--- src/bac_defines.vh ---
`ifndef BAC_DEFINES_VH
`define BAC_DEFINES_VH

// ****************************************************************
// Control word layout.
// ****************************************************************
`define BAC_CTRL_EN_BIT   0
`define BAC_CFG_LSB       2
`define BAC_CFG_MSB       5
// Sys clocks per half-cell for each step of the clock configuration field.
`define BAC_HALF_UNIT     8'h04

// ****************************************************************
// Stream word layout.
// ****************************************************************
`define BAC_W_PARITY      31
`define BAC_W_VALID       28
`define BAC_W_DATA_LSB    4
`define BAC_W_PRE_MSB     3
`define BAC_PRE_BLOCK     4'h1
`define BAC_PRE_CH0       4'h2
`define BAC_PRE_CH1       4'h3

// ****************************************************************
// Line patterns, given for a line that was low before the preamble.
// ****************************************************************
`define BAC_PAT_BLOCK     8'he8
`define BAC_PAT_CH0       8'he2
`define BAC_PAT_CH1       8'he4
`define BAC_HALF_LAST     6'h3f
`define BAC_PRE_HALVES    6'h08
`define BAC_BLK_FRAMES    8'hc0

`endif

--- src/bac_top.v ---
`include "bac_defines.vh"

// Function
// One cell per bit, two half-cells.
// Each cell starts by inverting prior level.
// Second half toggles for 1, holds for 0.
// Preambles violate coding; receiver finds framing there.
// Sub-frame: 4-bit preamble plus 28 data bits.
// Frames are two sub-frames, channels alternating.
// Control value one enables the receive decoder.
// Control value D: transmit on, divisor 24.
// Sub-frame spans 64 half-cells, 56 for data.
// Receive at 32 kHz needs 16.384 MHz reference.
// Transmit at 32 kHz needs 49.152 MHz reference.
// Word: audio 27..4, validity, user, status, preamble.
// Preamble codes 0001 block, 0010, 0011 channels.
// Bit 31 is even parity above preamble.
// Underrun sends null sub-frames with validity set.
module bac_top (
  // Clock and reset.
  input  wire        sys_clk_i,
  input  wire        sys_rst_i,
  // Control register value.
  input  wire [31:0] ctrl_reg_i,
  // Transmit stream slave.
  input  wire [31:0] s_axis_tdata_i,
  input  wire        s_axis_tvalid_i,
  output wire        s_axis_tready_o,
  // Receive stream master.
  output reg  [31:0] m_axis_tdata_o,
  output reg         m_axis_tvalid_o,
  output reg         m_axis_tid_o,
  input  wire        m_axis_tready_i,
  // Serial lines.
  input  wire        line_i,
  output reg         line_o,
  // Status pulses.
  output reg         tx_underrun_o,
  output reg         rx_err_o,
  output reg         rx_overrun_o
);

  // ****************************************************************
  // Control decode.
  // ****************************************************************
  // Bit 0 enables both directions; bits 5..2 pick the bit-period divisor,
  // eight clocks per step, so a field of 3 gives a divisor of 24.
  wire       en_w     = ctrl_reg_i[`BAC_CTRL_EN_BIT];
  wire [3:0] cfg_w    = ctrl_reg_i[`BAC_CFG_MSB:`BAC_CFG_LSB];
  wire [3:0] cfg_eff  = (cfg_w == 4'h0) ? 4'h1 : cfg_w;   // Zero would stall the line.
  wire [7:0] half_cyc = cfg_eff * `BAC_HALF_UNIT;          // Half of a bit period.

  // ****************************************************************
  // Transmit state.
  // ****************************************************************
  reg [7:0]  tick_r;      // Clocks into the current half-cell.
  reg [5:0]  hc_r;        // Half-cell index within the sub-frame.
  reg [31:0] sh_r;        // Sub-frame being sent.
  reg [7:0]  pat_r;       // Preamble pattern of that sub-frame.
  reg        pinv_r;      // Line level before the preamble.
  reg        chan_r;      // Channel of the sub-frame being sent.
  reg [7:0]  frm_r;       // Frame index within the audio block.
  reg [31:0] hold_r;      // One-word hand-over buffer.
  reg        hold_vld_r;  // Buffer holds a word.
  reg        tready_r;    // Registered ready toward the stream.

  wire       tick     = (tick_r == half_cyc - 8'h01);
  wire       last     = tick && (hc_r == `BAC_HALF_LAST);
  wire       take     = s_axis_tvalid_i && tready_r;
  wire       use_hold = last && hold_vld_r;
  wire       hold_nxt = take || (hold_vld_r && !use_hold);
  wire [5:0] hc_nxt   = hc_r + 6'h01;      // Half-cell that the next tick starts.
  wire       dbit     = sh_r[hc_nxt[5:1]]; // Bits 4..31 follow the preamble.

  assign s_axis_tready_o = tready_r;

  // ****************************************************************
  // Next sub-frame selection.
  // ****************************************************************
  reg [31:0] nw_nxt;      // Next word with parity rebuilt.
  reg [3:0]  ncode_nxt;   // Its preamble code.
  reg [7:0]  npat_nxt;    // Its line pattern.
  reg        line_nxt;    // Next line level.

  // A word from the buffer keeps its own preamble code; without one, a null
  // sub-frame continues the channel and block sequence so the remote stays
  // locked. Parity is always recomputed, so a bad source word cannot break it.
  always @* begin
    nw_nxt = 32'h00000000;
    if (hold_vld_r) begin
      nw_nxt = hold_r;
    end else begin
      nw_nxt[`BAC_W_VALID] = 1'b1;                          // Null sample.
      if (!chan_r) begin
        nw_nxt[`BAC_W_PRE_MSB:0] = `BAC_PRE_CH1;
      end else if (frm_r == `BAC_BLK_FRAMES - 8'h01) begin
        nw_nxt[`BAC_W_PRE_MSB:0] = `BAC_PRE_BLOCK;
      end else begin
        nw_nxt[`BAC_W_PRE_MSB:0] = `BAC_PRE_CH0;
      end
    end
    nw_nxt[`BAC_W_PARITY] = ^nw_nxt[30:`BAC_W_DATA_LSB];
    ncode_nxt = nw_nxt[`BAC_W_PRE_MSB:0];
    case (ncode_nxt)
      `BAC_PRE_BLOCK: npat_nxt = `BAC_PAT_BLOCK;
      `BAC_PRE_CH1:   npat_nxt = `BAC_PAT_CH1;
      default:        npat_nxt = `BAC_PAT_CH0;
    endcase
  end

  // Line level for the next half-cell. It is decoded from the index of that
  // half-cell, not the current one, or every cell would slip by one half.
  always @* begin
    if (hc_nxt < `BAC_PRE_HALVES) begin
      // Preamble: fixed pattern, inverted after a high line.
      line_nxt = pat_r[3'h7 - hc_nxt[2:0]] ^ pinv_r;
    end else if (!hc_nxt[0]) begin
      line_nxt = ~line_o;               // Cell start inverts.
    end else begin
      line_nxt = line_o ^ dbit;         // Toggle for 1, hold for 0.
    end
  end

  // ****************************************************************
  // Transmit sequencer.
  // ****************************************************************
  // The half-cell counter wraps every 64 half-cells, one sub-frame.
  // While disabled it parks on the last half-cell so that the first tick
  // after enabling loads a sub-frame at once.
  always @(posedge sys_clk_i or posedge sys_rst_i) begin
    if (sys_rst_i) begin
      tick_r        <= 8'h00;
      hc_r          <= `BAC_HALF_LAST;
      sh_r          <= 32'h00000000;
      pat_r         <= 8'h00;
      pinv_r        <= 1'b0;
      chan_r        <= 1'b1;
      frm_r         <= 8'h00;
      line_o        <= 1'b0;
      tx_underrun_o <= 1'b0;
    end else if (!en_w) begin
      tick_r        <= 8'h00;
      hc_r          <= `BAC_HALF_LAST;
      line_o        <= 1'b0;
      pinv_r        <= 1'b0;
      tx_underrun_o <= 1'b0;
    end else begin
      tx_underrun_o <= last && !hold_vld_r;
      tick_r        <= tick ? 8'h00 : tick_r + 8'h01;
      if (tick) begin
        hc_r <= hc_nxt;
        if (hc_r != `BAC_HALF_LAST) begin
          line_o <= line_nxt;
        end else begin
          // First half-cell of the new preamble, inverted from the end of
          // the last cell; that end level is remembered to orient the pattern.
          sh_r   <= nw_nxt;
          pat_r  <= npat_nxt;
          pinv_r <= line_o;
          line_o <= npat_nxt[7] ^ line_o;
          chan_r <= (ncode_nxt == `BAC_PRE_CH1);
          if (ncode_nxt == `BAC_PRE_BLOCK) begin
            frm_r <= 8'h00;
          end else if (ncode_nxt != `BAC_PRE_CH1) begin
            frm_r <= (frm_r == `BAC_BLK_FRAMES - 8'h01) ? 8'h00 : frm_r + 8'h01;
          end
        end
      end
    end
  end

  // ****************************************************************
  // Transmit hand-over buffer.
  // ****************************************************************
  // Ready is the registered inverse of the buffer state, so a word is never
  // taken into a full buffer; the source stalls until a sub-frame starts.
  always @(posedge sys_clk_i or posedge sys_rst_i) begin
    if (sys_rst_i) begin
      hold_r     <= 32'h00000000;
      hold_vld_r <= 1'b0;
      tready_r   <= 1'b0;
    end else begin
      if (take) begin
        hold_r <= s_axis_tdata_i;
      end
      hold_vld_r <= hold_nxt;
      tready_r   <= en_w && !hold_nxt;
    end
  end

  // ****************************************************************
  // Receive path.
  // ****************************************************************
  wire [31:0] rx_word;    // Assembled sub-frame.
  wire        rx_stb;     // One-cycle strobe with the word.
  wire        rx_err;     // Coding, framing or parity fault.

  bac_rx_dec u_rx (
    .sys_clk_i  (sys_clk_i),
    .sys_rst_i  (sys_rst_i),
    .enable_i   (en_w),
    .half_cyc_i (half_cyc),
    .line_i     (line_i),
    .word_o     (rx_word),
    .word_stb_o (rx_stb),
    .err_o      (rx_err)
  );

  // Stream master. There is no queue: a word not accepted before the next
  // sub-frame ends is replaced and an overrun pulse is raised.
  always @(posedge sys_clk_i or posedge sys_rst_i) begin
    if (sys_rst_i) begin
      m_axis_tdata_o  <= 32'h00000000;
      m_axis_tvalid_o <= 1'b0;
      m_axis_tid_o    <= 1'b0;
      rx_err_o        <= 1'b0;
      rx_overrun_o    <= 1'b0;
    end else begin
      rx_err_o     <= rx_err;
      rx_overrun_o <= rx_stb && m_axis_tvalid_o && !m_axis_tready_i;
      if (rx_stb) begin
        m_axis_tdata_o  <= rx_word;
        m_axis_tvalid_o <= 1'b1;
        // Channel 1 only for its own code; block start is channel 0.
        m_axis_tid_o    <= (rx_word[`BAC_W_PRE_MSB:0] == `BAC_PRE_CH1);
      end else if (m_axis_tready_i || !en_w) begin
        m_axis_tvalid_o <= 1'b0;
      end
    end
  end

endmodule

--- src/bac_rx_dec.v ---
`include "bac_defines.vh"

// Receive decoder: measures the time between line transitions in half-cells,
// rebuilds the half-cell stream, finds preambles by their coding violation
// and assembles 32-bit stream words.
module bac_rx_dec (
  // Clock and reset.
  input  wire        sys_clk_i,
  input  wire        sys_rst_i,
  // Control.
  input  wire        enable_i,
  input  wire [7:0]  half_cyc_i,
  // Serial line, asynchronous to the clock.
  input  wire        line_i,
  // Word output.
  output reg  [31:0] word_o,
  output reg         word_stb_o,
  output reg         err_o
);

  // ****************************************************************
  // Input synchroniser and interval measurement.
  // ****************************************************************
  reg        sync1_r;     // First stage, read only by the second.
  reg        sync2_r;     // Second stage.
  reg        lvl_r;       // Previous synchronised level.
  reg [9:0]  cnt_r;       // Cycles since the last transition.
  reg [1:0]  pend_r;      // Half-cells still to be pushed.
  reg        plvl_r;      // Level of the half-cells being pushed.
  reg        lock_r;      // A preamble was found and framing holds.
  reg [5:0]  pos_r;       // Half-cell index within the sub-frame.
  reg [7:0]  pre_r;       // Collected preamble half-cells.
  reg        h0_r;        // First half of the current data cell.
  reg        lh_r;        // Last half-cell pushed.
  reg [27:0] dat_r;       // Data bits, first received at the bottom.
  reg [3:0]  code_r;      // Decoded preamble code.

  wire       edge_w = sync2_r ^ lvl_r;
  wire [9:0] cnt2   = {cnt_r[8:0], 1'b0};
  wire [9:0] h3     = {2'b00, half_cyc_i} * 10'h003;
  wire [9:0] h5     = {2'b00, half_cyc_i} * 10'h005;
  wire [9:0] h7     = {2'b00, half_cyc_i} * 10'h007;
  // Interval length in half-cells: 1, 2, 3, or 0 for a run of three and a half half-cells or more.
  wire [1:0] nhalf  = (cnt2 < h3) ? 2'd1 : (cnt2 < h5) ? 2'd2 : (cnt2 < h7) ? 2'd3 : 2'd0;
  // Preamble normalised to a line that was low before it.
  wire [7:0] raw    = {pre_r[6:0], plvl_r};
  wire [7:0] pat    = raw[7] ? raw : ~raw;
  wire       bitv   = h0_r ^ plvl_r;   // Two transitions in a cell mean a 1.
  wire [31:0] wfull = {bitv, dat_r[27:1], code_r};

  // Synchroniser and transition timing. Intervals are sized from the same
  // half-cell figure as the transmitter, so the remote rate must match it.
  always @(posedge sys_clk_i or posedge sys_rst_i) begin
    if (sys_rst_i) begin
      sync1_r <= 1'b0;
      sync2_r <= 1'b0;
      lvl_r   <= 1'b0;
      cnt_r   <= 10'h000;
    end else begin
      sync1_r <= line_i;
      sync2_r <= sync1_r;
      lvl_r   <= sync2_r;
      if (edge_w || !enable_i) begin
        cnt_r <= 10'h001;
      end else if (cnt_r != 10'h3ff) begin
        cnt_r <= cnt_r + 10'h001;
      end
    end
  end

  // Half-cell push and framing. Interval ends load the pending count; one
  // half-cell is consumed per clock, so a half-cell must span at least two clocks.
  always @(posedge sys_clk_i or posedge sys_rst_i) begin
    if (sys_rst_i) begin
      pend_r     <= 2'd0;
      plvl_r     <= 1'b0;
      lock_r     <= 1'b0;
      pos_r      <= 6'h00;
      pre_r      <= 8'h00;
      h0_r       <= 1'b0;
      lh_r       <= 1'b0;
      dat_r      <= 28'h0000000;
      code_r     <= 4'h0;
      word_o     <= 32'h00000000;
      word_stb_o <= 1'b0;
      err_o      <= 1'b0;
    end else begin
      word_stb_o <= 1'b0;
      err_o      <= 1'b0;
      if (!enable_i) begin
        // Decoder held idle until the enable bit is set.
        lock_r <= 1'b0;
        pend_r <= 2'd0;
      end else if (edge_w) begin
        plvl_r <= lvl_r;
        pend_r <= nhalf;
        if (nhalf == 2'd0) begin
          // Interval longer than any legal length: framing is lost.
          lock_r <= 1'b0;
          err_o  <= lock_r;
        end else if (nhalf == 2'd3 && (!lock_r || pos_r >= `BAC_PRE_HALVES)) begin
          // Only a preamble holds a three-half run; it restarts framing.
          err_o  <= lock_r && (pos_r != 6'h00);
          lock_r <= 1'b1;
          pos_r  <= 6'h00;
        end
      end else if (cnt_r == 10'h3ff) begin
        lock_r <= 1'b0;
      end else if (pend_r != 2'd0) begin
        pend_r <= pend_r - 2'd1;
        lh_r   <= plvl_r;
        if (lock_r) begin
          pos_r <= pos_r + 6'h01;
          if (pos_r < `BAC_PRE_HALVES) begin
            pre_r <= raw;
            if (pos_r == `BAC_PRE_HALVES - 6'h01) begin
              // Preamble pattern names block start and channel.
              if (pat == `BAC_PAT_BLOCK) begin
                code_r <= `BAC_PRE_BLOCK;
              end else if (pat == `BAC_PAT_CH0) begin
                code_r <= `BAC_PRE_CH0;
              end else if (pat == `BAC_PAT_CH1) begin
                code_r <= `BAC_PRE_CH1;
              end else begin
                lock_r <= 1'b0;
                err_o  <= 1'b1;
              end
            end
          end else if (!pos_r[0]) begin
            h0_r <= plvl_r;
            // Each cell must start with a transition.
            if (plvl_r == lh_r) begin
              lock_r <= 1'b0;
              err_o  <= 1'b1;
            end
          end else begin
            dat_r <= {bitv, dat_r[27:1]};
            if (pos_r == `BAC_HALF_LAST) begin
              // Sub-frame complete: 28 data bits over a 4-bit code.
              word_o     <= wfull;
              word_stb_o <= 1'b1;
              err_o      <= ^wfull[31:4];   // Even parity check.
            end
          end
        end
      end
    end
  end

endmodule

--- config.mk ---
export PLATFORM = sky130hd
export DESIGN_NAME = bac_top
export DESIGN_NICKNAME = d
export VERILOG_FILES = /design/src/bac_top.v /design/src/bac_rx_dec.v
export VERILOG_INCLUDE_DIRS = /design/src
export SDC_FILE = /design/constraint.sdc
export NUM_CORES = 1
export LEC_CHECK = 0
export BUFFER_PORTS_ARGS = -buffer_cell sky130_fd_sc_hd__clkbuf_2
export CAP_MARGIN = 20
export CORE_UTILIZATION = 43
export CTS_CLUSTER_DIAMETER = 80
export CTS_CLUSTER_SIZE = 25
export DETAILED_ROUTE_END_ITERATION = 6
export GPL_TIMING_DRIVEN = 0
export SLEW_MARGIN = 20
export SYNTH_ARGS = -nofsm -noshare
export SYNTH_HDL_FRONTEND = slang
export SYNTH_SLANG_ARGS = --single-unit
--- constraint.sdc ---
create_clock -name sys_clk_i -period 9 [get_ports sys_clk_i]
set_clock_uncertainty 0.2 [all_clocks]
set_input_delay 0.45 -clock sys_clk_i [delete_from_list [all_inputs] [get_ports sys_clk_i]]
set_output_delay 0.45 -clock sys_clk_i [all_outputs]
set_load 0.05 [all_outputs]
==> summary.md, run 1 <==
| Metric | Value |
|---|---|
| Outcome | `finished clean` |
| Total CTS buffers | `14` |
| DRC | `0` |
| Core area | `about 0.025 sq mm` |
| Routed WL | `between 20000 and 25000 microns` |
| Root buffer cell | `clkbuf_16` |
| First-pass GRT wire length | `approximately 37000 microns` |
| P&R area growth vs syn | `14.3%` |
| H-tree depth | `1` |
| Crit-path max cell delay | `roughly 0.52 ns` |
| Mapped Cells | `965` |
| Post-synth top cells | `dfrtp_1, mux2_2, nand2_1` |
| Crit Path Class | `in -> reg` |
| CP Capture Type | `flip-flop` |
| Post-cts sizing count | `0` |
| Worst Path Arrival | `5.40 ns` |
| Deepest clock path buffer count | `3` |
| Vias in the first global route | `between 7000 and 8000` |
| Critical-path top delay cell | `a311oi_2` |
| I/O Buffers | `77` |
| Cell family with most CP delay | `compound AO/OA/AOI/OAI gates` |
| Drt wl/cell | `between 15 and 20 microns` |
| DRT Pass-1 Iters | `4` |
| Die area | `between 0.02 and 0.03 sq mm` |
| Worst-Margin Slew | `between 0.7 and 0.8 ns` |
| Worst path required time | `slightly above 9 ns` |
| PD cells | `between 200 and 250 mW/mm^2` |
| Layout Cells excl Fill | `between 1000 and 1500` |
| Seq cells post-synth | `222` |
| Clock Latency Late Sink | `around 0.48 ns` |
| Worst R2R Start | `hc_r[1]` |
| Vias/cell | `about 5.2` |
| Initial antenna violation count | `0` |
| Dominant synthesized flop cell | `dfrtp_1` |
| HP Start | `s_axis_tdata_i[25]` |
| Yosys cell types | `roughly 80` |
| Post-Syn Area | `approximately 0.011 sq mm` |
| Max Cap Viol | `0` |
| Largest net degree at the start of global routing | `95` |
| Async set or reset register ratio after synthesis | `1.00` |
| Yosys top cell by area | `dfrtp_1` |
| Crit-path max FO | `8` |
| Worst Reg-to-Reg Cells | `8` |
| Post-synth EDFFs | `0` |
| Top-count cell post-synth | `dfrtp_1` |
| Die H | `around 160 microns` |
| Relative slew slack | `0.502` |
| Setup slack, reg-to-reg | `between 5 and 6 ns` |
| Synthesis Warnings | `0` |
| Slew Limit Fails | `0` |
| Reg clk slew, reported paths | `around 0.10 ns` |
| Initial Util | `0.440` |
| CTS tree | `built` |
| Ports | `~110` |
| Tot Pwr | `between 2 and 3 mW` |
| # rows | `between 50 and 60` |
| HP Class | `in -> reg` |
| DP HPWL | `15200 microns` |
| Total Nets Final | `1198` |
| ANT cells | `0` |
| Setup ws final | `about 3.8 ns` |
| Worst Setup Start Kind | `input pin` |
| Syn avg cell area | `11.5 sq um` |
| RSZ-0062 raised after global routing | `no` |
| Final setup viols | `0` |
| Final Hold Viols | `0` |
| Post-CTS setup repair buffer count | `0` |
| Share of layout cells above drive strength 1 | `0.251` |
| Max Fclk | `around 190 MHz` |
| Die Width | `163 microns` |
| Placed Cells | `approximately 1400` |
| Hold path depth | `2` |
| Fillers | `2334` |
| Crit path buf inv count | `2` |
| ANT nets after route | `0` |
| Top area cells in the synthesized netlist | `dfrtp_1, mux2_2, xnor2_1` |
| Pre-CTS WS | `about 3.3 ns` |
| Peak VDD IR | `176 uV` |
| Remaining global-route overflow | `0` |
| Crit-path most repeated cell | `ha_1` |
| Final core utilization | `0.503` |
| Period minus WS final | `just over 5 ns` |
| Tcrit/Tclk final | `0.577` |
| CTS sink count | `222` |
| Yosys top cell area share | `0.484` |
| Critical Path Source | `ctrl_reg_i[4]` |
| GRT Total Usage | `0.169` |
| Fin Setup TNS | `0 ns` |
| Hold EP | `hold_r[25]` |
| P_leak | `6.04 nW` |
| Seq/Total Area, Yosys | `0.501` |
| GPL Wtd Cong | `around 0.84` |
| Via count | `around 7400` |
| Hold_buf cts | `25` |
| Initial DRC count | `around 290` |
| Worst R2R End | `line_o` |
| Cell chain of the critical path | `clkbuf_2 > inv_1 > ha_1 > nor2b_2 > nor2_1 > ha_1 > ha_1 > or2_2 > ha_1 > a21o_1 > a21oi_1 > xor2_1 > ha_1 > and3_1 > a221o_1 > a31oi_1 > nand3_1 > o32a_1 > a311oi_2 > mux2i_1` |
kinds of logic (layout without fill, tap and decap cells):
family,Yosys count,count (layout),synth area share
buffers and inverters,79,208,0.0296
XOR/XNOR,90,90,0.0740
AO/OA/AOI/OAI,140,140,0.0822
adder cells (fa/ha/maj),42,42,0.0500
other,1,2,0.000337
flip-flops,222,222,0.501
multiplexers,142,142,0.151
AND/OR/NAND/NOR,249,249,0.112
layout by cell type, fill, tap and decap left out, types with 25 or more instances in the layout:
cell	instances
clkbuf_1	30
clkbuf_2	79
dfrtp_1	215
dlygate4sd3_1	26
ha_1	38
inv_1	32
mux2_2	123
nand2_1	102
nand3_1	29
nor2_1	35
o21ai_0	57
xnor2_1	62
xor2_1	25
where the power goes:
part           leakage, nW  internal [mW]  switching (mW)
logic                 2.85          0.341           0.339
clock network        0.222          0.330           0.353
registers             2.97           1.10          0.0896
per-stage QoR:
| step | hold WS, ns | area (sq um) |
|---|---|---|
| after floorplan | 0.131 | 11100 |
| after global placement | 0.140 | 11900 |
| after detailed placement | 0.142 | 12000 |
| after CTS | 0.00214 | 12700 |
| after global routing | 0.00100 | 12700 |
| final | 0.0158 | 12700 |
worst max-delay path by stage:
stage	slack [ns]	cells past startpoint	endpoint
after global routing	3.42	20	u_rx.pos_r[5]
after floorplan	2.28	1	frm_r[0]
after global placement	-0.33	2	hold_r[12]
after CTS	3.82	20	u_rx.pos_r[1]
after detailed placement	3.29	20	u_rx.pos_r[1]
final	3.81	20	u_rx.pos_r[1]
area by class of cell:
| class | count | area [sq um] | share of cell area |
|---|---|---|---|
| sequential | 222 | 5560 | 0.438 |
| clock buffer | 20 | 404 | 0.0318 |
| tap | 330 | 413 | 0.0325 |
| timing repair buffer | 105 | 701 | 0.0552 |
| inverter | 33 | 131 | 0.0103 |
| clock inverter | 4 | 57.6 | 0.00453 |
| multi-input combinational | 665 | 5220 | 0.411 |
| buffer | 46 | 205 | 0.0162 |
worst reg2reg max path, stage by stage (launching register included):
cell and delay [ns]:
dfstp_2 0.56, ha_1 0.13, buf_2 0.19, xor2_2 0.55
mux4_2 0.40, or4b_2 0.65, o211ai_1 0.14, mux2_2 0.36
o22ai_1 0.13
metal layers:
metal	global-route usage	routed length, microns
met3	0.0260	801
met1	0.247	10500
met5	0	0
met4	0.0280	235
met2	0.268	9980
flip-flops by register name, summed over array words and instances (netlist names), 2 cells and up:
name,flops
u_rx.pre_r,7
hc_r,6
u_rx.code_r,2
m_axis_tdata_o,30
u_rx.cnt_r,10
u_rx.pend_r,2
u_rx.dat_r,27
hold_r,31
frm_r,8
sh_r,32
u_rx.pos_r,6
u_rx.word_o,30
tick_r,8
pat_r,4
No activity file was read; power rests on OpenSTA's default activity.
==> inputs of run 2 (changes only) <==
Clock period 9 ns to 5.4 ns, I/O delays scaled along.
==> run 2 against run 1 <==
  * Routed wire length rose by 1.2%
  * Global-route usage increased by 0.45 points
  * Non-clock buffer count rose by 14
  * Count of clock-buffer cells in the layout is 2 lower
  * Hold slack improved by 0.14 ns
  * Critical path type unchanged
  * Critical endpoint unchanged
  * Highest routed layer unchanged
==> summary.md, run 2 (synthesis results as in run 1) <==
| Metric | Value |
|---|---|
| Outcome | `finished clean (unchanged)` |
| Register area | `0.00556 sq mm (unchanged)` |
| Reg clk slew, reported paths | `0.10 ns (about the same)` |
| HP Class | `reg -> reg (was in -> reg)` |
| Worst Path Arrival | `5.18 ns (was 5.40 ns)` |
| Max Cap Viol | `0 (unchanged)` |
| Final core utilization | `0.509 (was 0.503)` |
| HP Start | `u_rx.sync1_r (was s_axis_tdata_i[25])` |
| First-pass GRT wire length | `37400 microns (was 36600 microns)` |
| Vias/cell | `5.14 (was 5.17)` |
| Worst R2R End | `line_o (unchanged)` |
| GPL Wtd Cong | `0.825 (was 0.840)` |
| I/O Buffers | `77 (unchanged)` |
| Worst Setup Start Kind | `input pin (unchanged)` |
| Die area | `0.0265 sq mm (unchanged)` |
| Die Width | `163 microns (unchanged)` |
| Power share of the clock group | `0.265 (was 0.268)` |
| Slew Limit Fails | `0 (unchanged)` |
| Pint | `2.94 mW (was 1.77 mW)` |
| Remaining global-route overflow | `0 (unchanged)` |
| Core area | `0.0253 sq mm (unchanged)` |
| Largest net degree at the start of global routing | `34 (was 95)` |
| Commonest non-fill, non-tap cell in the layout | `dfrtp_1 (unchanged)` |
| Combinational share of power | `0.268 (was 0.267)` |
| Total CTS buffers | `14 (unchanged)` |
| Total Nets Final | `1212 (was 1198)` |
| Seq pwr share | `0.467 (was 0.466)` |
| Worst Reg-to-Reg Cells | `8 (unchanged)` |
| Setup slack, reg-to-reg | `2.07 ns (was 5.59 ns)` |
| Fillers | `2292 (was 2334)` |
| Drt wl/cell | `15.2 microns (was 15.1 microns)` |
| Max Fclk | `~200 MHz` |
| PD cells | `331 mW/mm^2 (was 201 mW/mm^2)` |
| P_leak | `6.11 nW (was 6.04 nW)` |
| Routed WL | `21800 microns (was 21500 microns)` |
| Vias in the first global route | `7337 (was 7216)` |
| Deepest clock path buffer count | `3 (unchanged)` |
| Sw frac | `0.308 (was 0.307)` |
| P&R area growth vs syn | `15.7% (was 14.3%)` |
| Tcrit/Tclk final | `0.917` |
| Post-cts sizing count | `0 (unchanged)` |
| RSZ-0062 raised after global routing | `no (unchanged)` |
| CTS tree | `built (unchanged)` |
| Max reg flops | `32 (unchanged)` |
| H-tree depth | `1 (unchanged)` |
| CTS sink count | `222 (unchanged)` |
| Top reg by flops | `sh_r (unchanged)` |
| Clock Latency Late Sink | `0.49 ns (was 0.48 ns)` |
| Sw Pwr | `1.31 mW (was 0.782 mW)` |
| Via count | `7393 (was 7373)` |
| Worst R2R Start | `hc_r[1] (unchanged)` |
| GRT Total Usage | `0.173 (was 0.169)` |
| Ports | `108 (unchanged)` |
| Most frequent cells in the layout | `dfrtp_1, mux2_2, nand2_1 (unchanged)` |
| Worst path required time | `5.62 ns (was 9.22 ns)` |
| CP Capture Type | `flip-flop (unchanged)` |
| Pre-CTS WS | `-0.0834 ns (was 3.29 ns)` |
| Final Hold Viols | `0 (unchanged)` |
| Crit-path max FO | `8 (unchanged)` |
| ANT cells | `0 (unchanged)` |
| Multi-input logic area | `0.00522 sq mm (unchanged)` |
| Hold_buf cts | `35 (was 25)` |
| Relative slew slack | `0.480 (was 0.502)` |
| # rows | `58 (unchanged)` |
| Hold path depth | `0 (was 2)` |
| Initial Util | `0.440 (unchanged)` |
| Largest regs | `sh_r: 32 flops, hold_r: 31 flops (unchanged)` |
| Die H | `163 microns (unchanged)` |
| Post-CTS setup repair buffer count | `0 (unchanged)` |
| Initial DRC count | `319 (was 294)` |
| Hold EP | `u_rx.sync2_r (was hold_r[25])` |
| Worst-Margin Slew | `0.774 ns (was 0.741 ns)` |
| Worst hold slack | `0.156 ns (was 0.0158 ns)` |
| Initial antenna violation count | `0 (unchanged)` |
| Period minus WS final | `slightly below 5 ns` |
| Setup ws final | `0.449 ns (was 3.81 ns)` |
| DRT Pass-1 Iters | `5 (was 4)` |
| Peak VDD IR | `241 uV (was 176 uV)` |
| Share of layout cells above drive strength 1 | `0.253 (was 0.251)` |
| Crit Path Class | `in -> reg (unchanged)` |
| ANT nets after route | `0 (unchanged)` |
| DP HPWL | `15800 microns (was 15200 microns)` |
| Final setup viols | `0 (unchanged)` |
| Fin Setup TNS | `0 ns (unchanged)` |
| Root buffer cell | `clkbuf_16 (unchanged)` |
| DRC | `0 (unchanged)` |
run 2: cell count changes in the layout (fill, tap and decap cells not counted), moves of 2 or more:
cell / delta
buf_12: +7
buf_16: -2
dlygate4sd3_1: +9
inv_6: +2
run 2: layout make-up:
class                           count  area share
Multi-Input combinational cell    665       0.406
Clock inverter                      6     0.00496
Buffer                             46      0.0160
Timing Repair Buffer              119      0.0681
Inverter                           33     0.00992
Tap cell                          330      0.0321
Clock buffer                       18      0.0301
Sequential cell                   222       0.433
run 2: per-layer routing:
| metal | up-vias | track usage | wire (microns) |
|---|---|---|---|
| li1 | 3641 | - | - |
| met1 | 3624 | 0.258 | 11000 |
| met2 | 105 | 0.264 | 9660 |
| met3 | 23 | 0.0244 | 767 |
| met4 | 0 | 0.0446 | 387 |
| met5 | - | 0 | 0 |
run 2: how the worst max path moves through the flow:
stage,cells past startpoint,slack (ns),end,from
after floorplan,19,0.77,u_rx.pos_r[1],ctrl_reg_i[4]
after global placement,19,-0.06,u_rx.pos_r[1],ctrl_reg_i[4]
after detailed placement,20,-0.08,u_rx.pos_r[1],ctrl_reg_i[4]
after CTS,19,0.45,u_rx.pos_r[1],ctrl_reg_i[4]
after global routing,19,0.11,u_rx.pos_r[5],ctrl_reg_i[4]
final,19,0.45,u_rx.pos_r[1],ctrl_reg_i[4]
run 2: per-stage QoR:
step                cell area, sq um  std cells  total power, mW
floorplan                      11100        966             2.87
global route                   12900       1439             4.53
finish                         12900       1439             4.25
CTS                            12900       1439             4.32
global placement               11900       1373             3.11
detailed placement             12100       1380             3.14
run 2: worst max-delay path, cell delays in order:
cell and delay [ns]:
clkbuf_2 0.18, inv_1 0.20, ha_1 0.26, nor2b_2 0.31, nor2_1 0.09, ha_1 0.35
ha_1 0.22, or2_2 0.32, fa_1 0.43, a21o_1 0.17, a21oi_1 0.15, ha_1 0.26
and3_1 0.22, a221o_1 0.31, a31oi_1 0.26, nand3_1 0.11, o32a_1 0.31, a311oi_2 0.52
mux2i_1 0.24
run 2: power groups by stage:
stage / Clock, mW / Sequential [mW] / Combinational, mW
3_3_place_gp: 0 / 2.02 / 1.09
3_5_place_dp: 0 / 2.02 / 1.12
5_1_grt: 1.23 / 2.01 / 1.29
2_1_floorplan: 0 / 1.97 / 0.893
4_1_cts: 1.18 / 1.99 / 1.15
6_report: 1.13 / 1.99 / 1.14
